[src/spe_consts.vh]
// constants for the serial eeprom command and protection logic
`ifndef SPE_CONSTS_VH
`define SPE_CONSTS_VH
`define SPE_OP_SET_LATCH   8'h06
`define SPE_OP_CLR_LATCH   8'h04
`define SPE_OP_STAT_READ   8'h05
`define SPE_OP_STAT_WRITE  8'h01
`define SPE_OP_READ_LOW    3'h3
`define SPE_OP_WRITE_LOW   3'h2
`define SPE_OP_HIGH_NIB    4'h0
`define SPE_OP_A8_BIT      3
`define SPE_STAT_TOP       4'hf
`define SPE_STAT_BUSY      8'hff
`define SPE_BP_NONE        2'h0
`define SPE_BP_QUARTER     2'h1
`define SPE_BP_HALF        2'h2
`define SPE_BP_FULL        2'h3
`define SPE_PAGE_BYTES     16
`define SPE_WRITE_TIME_US  5000
`define SPE_CLK_MHZ        250
`define SPE_BIT_LAST       3'h7
`define SPE_SYNC_IDLE      5'h17
`endif

[src/spe_mem.v]
// byte-wide array memory with registered read data
`timescale 1ns/1ns
module spe_mem #(
    parameter AW = 9
) (
    // clock
    input  wire          core_clk,
    // write port
    input  wire          wr_en,
    input  wire [AW-1:0] wr_addr,
    input  wire [7:0]    wr_data,
    // read port
    input  wire [AW-1:0] rd_addr,
    output reg  [7:0]    rd_data
);
    reg [7:0] mem [0:(1<<AW)-1];

    always @(posedge core_clk) begin
        if (wr_en) begin
            mem[wr_addr] <= wr_data;
        end
        rd_data <= mem[rd_addr];
    end
endmodule

[src/spe_core.v]
// spi eeprom command decode, status word, protection and write cycle
// How it works
// - status bit 0 is busy during write
// - set/clear latch commands drive write latch
// - status word: 1111, protect bits, latch, busy
// - protect bits held, changed by status write
// - protect bits select none/quarter/half/all
// - latch cleared after power-up
// - writes need latch and unprotected address
// - set latch only when chip select closes
// - write: opcode, address, data; a8 in opcode
// - programming starts at chip-select rising edge
// - busy: only status read accepted
// - page of 16 bytes, low address wraps
// - write cycle start clears the latch
// - status write changes bits 2,3 only
// - write guard low blocks all writes
// - guard fall while selected aborts status write
// - read: opcode, address, data follows immediately
// - read address increments and wraps around
// - status readable anytime, ffh while busy
// - hold floats so and ignores si
// - invalid opcode ignored, so stays floating
// - standby until chip select goes low
// - opcode decode table
// - sample rising sck, shift falling sck
// - deselected: so floating, standby
`timescale 1ns/1ns
`include "spe_consts.vh"
module spe_core #(
    parameter AW       = 9,
    parameter WC_TIME  = `SPE_WRITE_TIME_US * `SPE_CLK_MHZ
) (
    // clock and reset
    input  wire core_clk,
    input  wire arst_n,
    // spi pins
    input  wire cs_n,
    input  wire sck,
    input  wire si,
    input  wire hold_n,
    input  wire wp_n,
    output reg  so,
    output reg  so_oe,
    // state
    output wire busy
);
    localparam PB = 4;
    localparam ST_IDLE = 6'h01;
    localparam ST_OP   = 6'h02;
    localparam ST_ADDR = 6'h04;
    localparam ST_WDAT = 6'h08;
    localparam ST_RDAT = 6'h10;
    localparam ST_SKIP = 6'h20;

    // two-flop synchronisers
    reg [4:0] sync1;
    reg [4:0] sync2;
    reg       sck_d;
    always @(posedge core_clk or negedge arst_n) begin
        if (!arst_n) begin
            // sck rests low here so no false edge follows reset
            sync1 <= `SPE_SYNC_IDLE;
            sync2 <= `SPE_SYNC_IDLE;
            sck_d <= 1'b0;
        end else begin
            sync1 <= {cs_n, sck, si, hold_n, wp_n};
            sync2 <= sync1;
            sck_d <= sync2[3];
        end
    end
    wire cs_s   = sync2[4];
    wire sck_s  = sync2[3];
    wire si_s   = sync2[2];
    wire hold_s = sync2[1];
    wire wp_s   = sync2[0];
    reg  cs_d;
    reg  hold_d;
    reg  paused;
    wire sck_rise = sck_s & ~sck_d & ~paused;
    wire sck_fall = ~sck_s & sck_d & ~paused;
    wire cs_rise  = cs_s & ~cs_d;
    wire sel      = ~cs_s;

    // hold: paused after hold low with sck low, resumes likewise
    always @(posedge core_clk or negedge arst_n) begin
        if (!arst_n) begin
            paused <= 1'b0;
            hold_d <= 1'b1;
            cs_d   <= 1'b1;
        end else begin
            cs_d   <= cs_s;
            hold_d <= hold_s;
            if (!sel) begin
                paused <= 1'b0;
            end else if (!sck_s && hold_s != hold_d) begin
                paused <= ~hold_s;
            end
        end
    end

    reg  [5:0]    state;
    reg  [2:0]    bitc;
    reg  [7:0]    shin;
    reg  [7:0]    opcode;
    reg  [AW-1:0] addr;
    reg  [7:0]    shout;
    reg           out_en;
    reg           wlatch;
    reg  [1:0]    bp;
    reg  [1:0]    bp_pend;
    reg           st_pend;
    reg           latch_pend;
    reg  [7:0]    pbuf [0:`SPE_PAGE_BYTES-1];
    reg  [`SPE_PAGE_BYTES-1:0] pvalid;
    reg  [AW-1:0] page_base;
    reg           prog;
    reg  [PB-1:0] pidx;
    reg  [31:0]   wtimer;
    wire [7:0]    mem_rd;
    wire [7:0]    byte_in = {shin[6:0], si_s};
    wire          last_bit = (bitc == `SPE_BIT_LAST);

    assign busy = (wtimer != 32'h0) | prog;

    // protect decode over the top address bits
    function prot;
        input [1:0]    b;
        input [AW-1:0] a;
        begin
            case (b)
                `SPE_BP_QUARTER: prot = &a[AW-1:AW-2];
                `SPE_BP_HALF:    prot = a[AW-1];
                `SPE_BP_FULL:    prot = 1'b1;
                default:         prot = 1'b0;
            endcase
        end
    endfunction

    wire op_ok_hi = (byte_in[7:4] == `SPE_OP_HIGH_NIB);
    wire is_read  = op_ok_hi & (byte_in[2:0] == `SPE_OP_READ_LOW);
    wire is_write = op_ok_hi & (byte_in[2:0] == `SPE_OP_WRITE_LOW);
    wire [7:0] status = busy ? `SPE_STAT_BUSY :
                        {`SPE_STAT_TOP, bp, wlatch, 1'b0};
    wire start_prog = cs_rise & (st_pend | (pvalid != 0)) & wp_s;

    // serial command engine
    always @(posedge core_clk or negedge arst_n) begin
        if (!arst_n) begin
            state      <= ST_IDLE;
            bitc       <= 3'h0;
            shin       <= 8'h00;
            opcode     <= 8'h00;
            addr       <= {AW{1'b0}};
            wlatch     <= 1'b0;
            bp         <= `SPE_BP_NONE;
            bp_pend    <= `SPE_BP_NONE;
            st_pend    <= 1'b0;
            latch_pend <= 1'b0;
            pvalid     <= {`SPE_PAGE_BYTES{1'b0}};
            page_base  <= {AW{1'b0}};
        end else if (!sel) begin
            state <= ST_IDLE;
            bitc  <= 3'h0;
            if (cs_rise && latch_pend && !busy) begin
                wlatch <= 1'b1;
            end
            if (start_prog) begin
                if (st_pend) begin
                    bp <= bp_pend;
                end
                wlatch <= 1'b0;
            end
            if (cs_rise && !start_prog) begin
                pvalid <= {`SPE_PAGE_BYTES{1'b0}};
            end
            st_pend    <= 1'b0;
            latch_pend <= 1'b0;
            // drop the page only after the flush has visited every entry
            if (prog && &pidx) begin
                pvalid <= {`SPE_PAGE_BYTES{1'b0}};
            end
        end else begin
            if (state == ST_IDLE) begin
                state <= ST_OP;
            end
            if (!wp_s) begin
                st_pend <= 1'b0;
            end
            // a running flush is not disturbed by the guard pin
            if ((!wp_s && !prog) || (prog && &pidx)) begin
                pvalid  <= {`SPE_PAGE_BYTES{1'b0}};
            end
            if (sck_rise && state != ST_IDLE) begin
                shin <= byte_in;
                bitc <= bitc + 3'h1;
                latch_pend <= 1'b0;
                if (last_bit) begin
                    case (state)
                        ST_OP: begin
                            opcode <= byte_in;
                            state  <= ST_SKIP;
                            if (byte_in == `SPE_OP_STAT_READ) begin
                                state <= ST_RDAT;
                            end else if (busy) begin
                                state <= ST_SKIP;
                            end else if (byte_in == `SPE_OP_SET_LATCH) begin
                                latch_pend <= 1'b1;
                            end else if (byte_in == `SPE_OP_CLR_LATCH) begin
                                wlatch <= 1'b0;
                            end else if (byte_in == `SPE_OP_STAT_WRITE) begin
                                state <= ST_WDAT;
                            end else if (is_read | is_write) begin
                                state <= ST_ADDR;
                                addr[AW-1] <= byte_in[`SPE_OP_A8_BIT];
                            end
                        end
                        ST_ADDR: begin
                            addr[7:0] <= byte_in;
                            page_base <= {addr[AW-1], byte_in[7:PB],
                                          {PB{1'b0}}};
                            state <= (opcode[2:0] == `SPE_OP_READ_LOW)
                                     ? ST_RDAT : ST_WDAT;
                        end
                        ST_WDAT: begin
                            if (opcode == `SPE_OP_STAT_WRITE) begin
                                if (wlatch && wp_s) begin
                                    bp_pend <= byte_in[3:2];
                                    st_pend <= 1'b1;
                                end
                                state <= ST_SKIP;
                            end else begin
                                if (wlatch && wp_s &&
                                    !prot(bp, addr)) begin
                                    pbuf[addr[PB-1:0]]   <= byte_in;
                                    pvalid[addr[PB-1:0]] <= 1'b1;
                                end
                                addr[PB-1:0] <= addr[PB-1:0] + 1'b1;
                            end
                        end
                        ST_RDAT: begin
                            if (opcode != `SPE_OP_STAT_READ) begin
                                addr <= addr + 1'b1;
                            end
                        end
                        default: state <= ST_SKIP;
                    endcase
                end
            end
        end
    end

    // self-timed programming: flush page buffer, then hold busy
    always @(posedge core_clk or negedge arst_n) begin
        if (!arst_n) begin
            prog   <= 1'b0;
            pidx   <= {PB{1'b0}};
            wtimer <= 32'h0;
        end else if (start_prog && !busy) begin
            prog   <= 1'b1;
            pidx   <= {PB{1'b0}};
            wtimer <= WC_TIME;
        end else begin
            if (prog) begin
                pidx <= pidx + 1'b1;
                if (&pidx) begin
                    prog <= 1'b0;
                end
            end
            if (wtimer != 32'h0) begin
                wtimer <= wtimer - 32'h1;
            end
        end
    end

    wire          mem_we = prog & pvalid[pidx];
    wire [AW-1:0] mem_wa = page_base | {{(AW-PB){1'b0}}, pidx};

    spe_mem #(.AW(AW)) u_mem (
        .core_clk (core_clk),
        .wr_en    (mem_we),
        .wr_addr  (mem_wa),
        .wr_data  (pbuf[pidx]),
        .rd_addr  (addr),
        .rd_data  (mem_rd)
    );

    // output shifter, loads at byte boundary, shifts on falling sck
    always @(posedge core_clk or negedge arst_n) begin
        if (!arst_n) begin
            shout  <= 8'h00;
            out_en <= 1'b0;
            so     <= 1'b0;
            so_oe  <= 1'b0;
        end else if (!sel) begin
            out_en <= 1'b0;
            so_oe  <= 1'b0;
        end else begin
            if (sck_fall && state == ST_RDAT) begin
                if (bitc == 3'h0) begin
                    shout <= {((opcode == `SPE_OP_STAT_READ) ? status[6:0]
                              : mem_rd[6:0]), 1'b0};
                    so    <= (opcode == `SPE_OP_STAT_READ) ? status[7]
                             : mem_rd[7];
                end else begin
                    so    <= shout[7];
                    shout <= {shout[6:0], 1'b0};
                end
                out_en <= 1'b1;
            end
            so_oe <= out_en & ~paused & (state == ST_RDAT) |
                     (sck_fall & state == ST_RDAT & ~paused);
        end
    end
endmodule

[config.mk]
export PLATFORM = sky130hd
export DESIGN_NAME = spe_core
export DESIGN_NICKNAME = d
export VERILOG_FILES = /design/src/spe_mem.v /design/src/spe_core.v
export VERILOG_INCLUDE_DIRS = /design/src
export SDC_FILE = /design/constraint.sdc
export NUM_CORES = 2
export LEC_CHECK = 0
export BUFFER_PORTS_ARGS = -buffer_cell sky130_fd_sc_hd__buf_2
export CAP_MARGIN = 20
export CORE_ASPECT_RATIO = 1.2
export CORE_UTILIZATION = 32
export CTS_CLUSTER_DIAMETER = 100
export DETAILED_ROUTE_END_ITERATION = 6
export PLACE_DENSITY = 0.48
export SYNTH_ARGS = -nofsm -noshare
export SYNTH_HDL_FRONTEND = slang
export SYNTH_HIERARCHICAL = 1
export SYNTH_MEMORY_MAX_BITS = 65536
export SYNTH_SLANG_ARGS = --single-unit
[constraint.sdc]
create_clock -name core_clk -period 10.76 [get_ports core_clk]
set_input_delay 0.538 -clock core_clk [delete_from_list [all_inputs] [get_ports core_clk]]
set_output_delay 0.538 -clock core_clk [all_outputs]
set_load 0.1 [all_outputs]
==> run summary <==
• **Max rail drop VDD** 135 µV
• **number of clock sinks** 4354
• **insertion delay to the later sink of the worst-skew pair** 1020 ps
• **clock buffer depth** 4
• **cell at the root of the clock tree** clkbuf_16
• **slowest cell on the critical path** nor4_2
• **wirelength, routed** 481000 µm
• **Mapped Nets** 8810
• **Final setup violation count** 0
• **Yosys Warn Count** 6
• **Design Power** 0.0334 W
• **global routing usage on met1** 22.7%
• **Static Leak** 55.8 nW
• **PwrDens** 174 nW/µm²
• **hold path startpoint** wp_n
• **worst max-slew margin expressed relative to the limit** 15.3%
• **share of post-route cells with drive strength above 1** 17.7%
• **antenna violations before repair** 18
• **placed cell count** 15500
• **number of placement rows** 293
• **worst reg2reg startpoint** addr[1]$_DFFE_PN0P_
• **Syn Inst Count** 8793
• **number of max-slew violations in the final report** 0
• **class of the most critical hold timing path** in2reg
• **Mapped Avg Cell Area** 19.4 µm²
• **most frequent CP cell** buf_4
• **clock slew at reported path FFs** 60 ps
• **asr flop ratio synth** 2.80%
• **outcome** completed
• **most common library cell in the layout ignoring fill and taps** edfxtp_1
• **worst-path cell chain** buf_12, nand2b_4, buf_4, buf_4, o221ai_1, o22ai_1, o21ai_0, nand4_1, nor4_2, o2111a_1
• **average via count per standard cell** 5.30
• **Cell Count, Final, Fillers Out** 16300
• **Die Outline Area** 537000 µm²
• **DRT iter0 DRCs** 7868
• **max-cap viol count** 0
• **total I/O pin count** 10
• **Pre-antenna DRT Iters** 5
• **Crit. End Element** flip-flop
• **arrival time of the worst setup path** 6680 ps
• **most frequent cells in the layout** edfxtp_1, mux2i_1, mux4_2
• **initial cell density of the core** 32.2%
• **DR WL/cell** 29.5 µm
• **Final Critical Period** 5750 ps
• **area inside the core boundary** 531000 µm²
• **kind of critical path** reg2reg
• **met3 routing resource usage after global routing** 2.35%
• **biggest cell delay along the critical path** 990 ps
• **first-pass GRT wire length** 684000 µm
• **pin count of the biggest net entering global routing** 201
• **EDFF count, synth** 4224
• **vias after detailed routing** 86500
• **share of the core filled with cells in the final layout** 36.3%
• **Global Route met2 Usage** 30.8%
• **global routing's busiest layer** met2
• **count of unique library cells instantiated by Yosys** 85
• **last weighted congestion value of the routability-driven placer** 0.808
• **timing startpoint of the critical path** addr[1]$_DFFE_PN0P_
• **crit start category** flip-flop
• **TritonCTS buffer count** 423
• **unrepaired setup endpoints after global routing** false
• **endpoint required time on the critical path** 11690 ps
• **antenna violation net count after detailed routing** 0
• **Hold Fails Final Rpt** 0
• **crit path max fanout** 96
• **via count of the first global-routing pass** 88600
• **number of buffers added for setup after CTS** 0
• **Congestion Overflow GR** 0
• **largest clock skew in the final design** 85.4 ps
• **DIE WIDTH** 669 µm
• **sum of net half-perimeters after detailed placement** 292000 µm
• **commonest register cell after synthesis** edfxtp_1
• **die outline height** 802 µm
• **count of H-tree levels built during CTS** 5
• **sequential cell area fraction in the yosys report** 76.1%
• **CTS tree** built
• **Total Negative Setup Slacks** 0 ps
• **Final Net Count** 8906
• **Least-Margin Pin Slew** 1270 ps
• **synthesized flop and latch total** 4354
• **overall fraction of global-route tracks in use** 17.6%
• **count of buffers from port buffering** 9
• **highest attainable clock frequency** 174 MHz
• **post-detailed-route DRC marker count** 0
• **final worst-path cycle share** 53.4%
• **area grow syn2layout** 12.8%
• **Netlist Area Pre-Place** 171000 µm²
cells in the mapped netlist, drive strengths merged, types with 16 or more instances:
cell type	count	area (µm²)
clkbuf	284	1070
nor4	60	415
dfrtp	111	2780
o31ai	17	128
mux4	699	15700
o221ai	372	3260
a22o	23	201
nand3	59	295
nand4	42	263
nor2b	16	100
edfxtp	4224	127000
o22ai	166	1040
a211oi	20	150
mux2i	804	8050
a21oi	216	1080
and2	29	181
a22oi	62	465
buf	256	1990
nor3	127	652
or3	26	163
nand2	151	569
inv	18	67.6
nor2	647	2430
o21ai	146	731
mux2	24	270
sequential cells by signal, indices dropped and copies added (netlist names), 2 cells and up:
| register | flops |
|---|---|
| pvalid | 16 |
| shin | 7 |
| shout | 7 |
| sync2 | 5 |
| bitc | 3 |
| bp | 2 |
| u_mem/rd_data | 8 |
| u_mem/mem | 4096 |
| pbuf | 128 |
| bp_pend | 2 |
| addr | 9 |
| sync1 | 5 |
| opcode | 8 |
| page_base | 5 |
| pidx | 4 |
| wtimer | 32 |
| state | 6 |
cells by family (layout without fill, tap and decap cells):
kind of cell | Yosys count | in the layout | share of synthesized area, %
other | 0 | 8 | 0
multiplexers | 1527 | 1527 | 14.1
buffers and inverters | 558 | 1018 | 1.83
AND/OR/NAND/NOR | 1225 | 1225 | 3.27
adder cells (fa/ha/maj) | 10 | 10 | 0.0732
flip-flops | 4354 | 4354 | 76.1
AO/OA/AOI/OAI | 1092 | 1092 | 4.49
XOR/XNOR | 27 | 27 | 0.138
worst max-delay path: cells and delay by family (launching register included):
kind,cells,cell delay (ps)
simple gates,3,2010
compound gates,4,1510
buf+inv,3,1370
flops,1,670
area by class of cell:
cell class	count	area (µm²)
clock buffer	507	11000
antenna	8	20.0
sequential	4354	130000
inverter	18	75.1
clock inverter	282	2750
fill	48700	339000
timing repair buffer	211	1920
multi-input combinational	3881	38000
tap	7080	8860
metal layers:
metal / up-vias / wire length [µm] / share of wire [%]
met5: - / 13 / 0.0027
met4: 2 / 15000 / 3.1
met3: 673 / 23200 / 4.8
met2: 2484 / 246000 / 51
met1: 46800 / 197000 / 41
li1: 36600 / - / -
through the flow:
step | setup WS, ps | hold slack, ps | instance area [µm²]
detailed placement | 4960 | 349 | 179000
floorplan | 4680 | 242 | 171000
global route | 4830 | 155 | 193000
CTS | 4890 | 91.4 | 193000
finish | 5010 | 182 | 193000
global placement | 3850 | 350 | 179000
worst paths after layout:
path	endpoint	slack, ps	cells after the start
min reg2reg	sync2[2]$_DFF_PN1_	360	0
min in group asynchronous	wtimer[22]$_DFFE_PN0P_	590	3
max	u_mem/rd_data[3]$_DFF_P_	5010	10
min	sync1[0]$_DFF_PN1_	180	2
max reg2reg	u_mem/rd_data[3]$_DFF_P_	5010	10
max in group asynchronous	addr[4]$_DFFE_PN0P_	8620	4
power by group:
group | internal (W) | leakage (nW) | total (W) | switching [W]
Sequential | 0.0184 | 39.4 | 0.0184 | 0.0000761
Clock | 0.00844 | 6.74 | 0.0149 | 0.00650
Combinational | 0.0000274 | 9.71 | 0.0000683 | 0.0000408
repair_timing:
item,4_1_cts,5_1_grt
hold buffers,8,0
hold endpoints to repair,54,0
resized for setup,0,0
endpoints found under the setup margin,0,0
No activity file was read; power rests on OpenSTA's default activity.
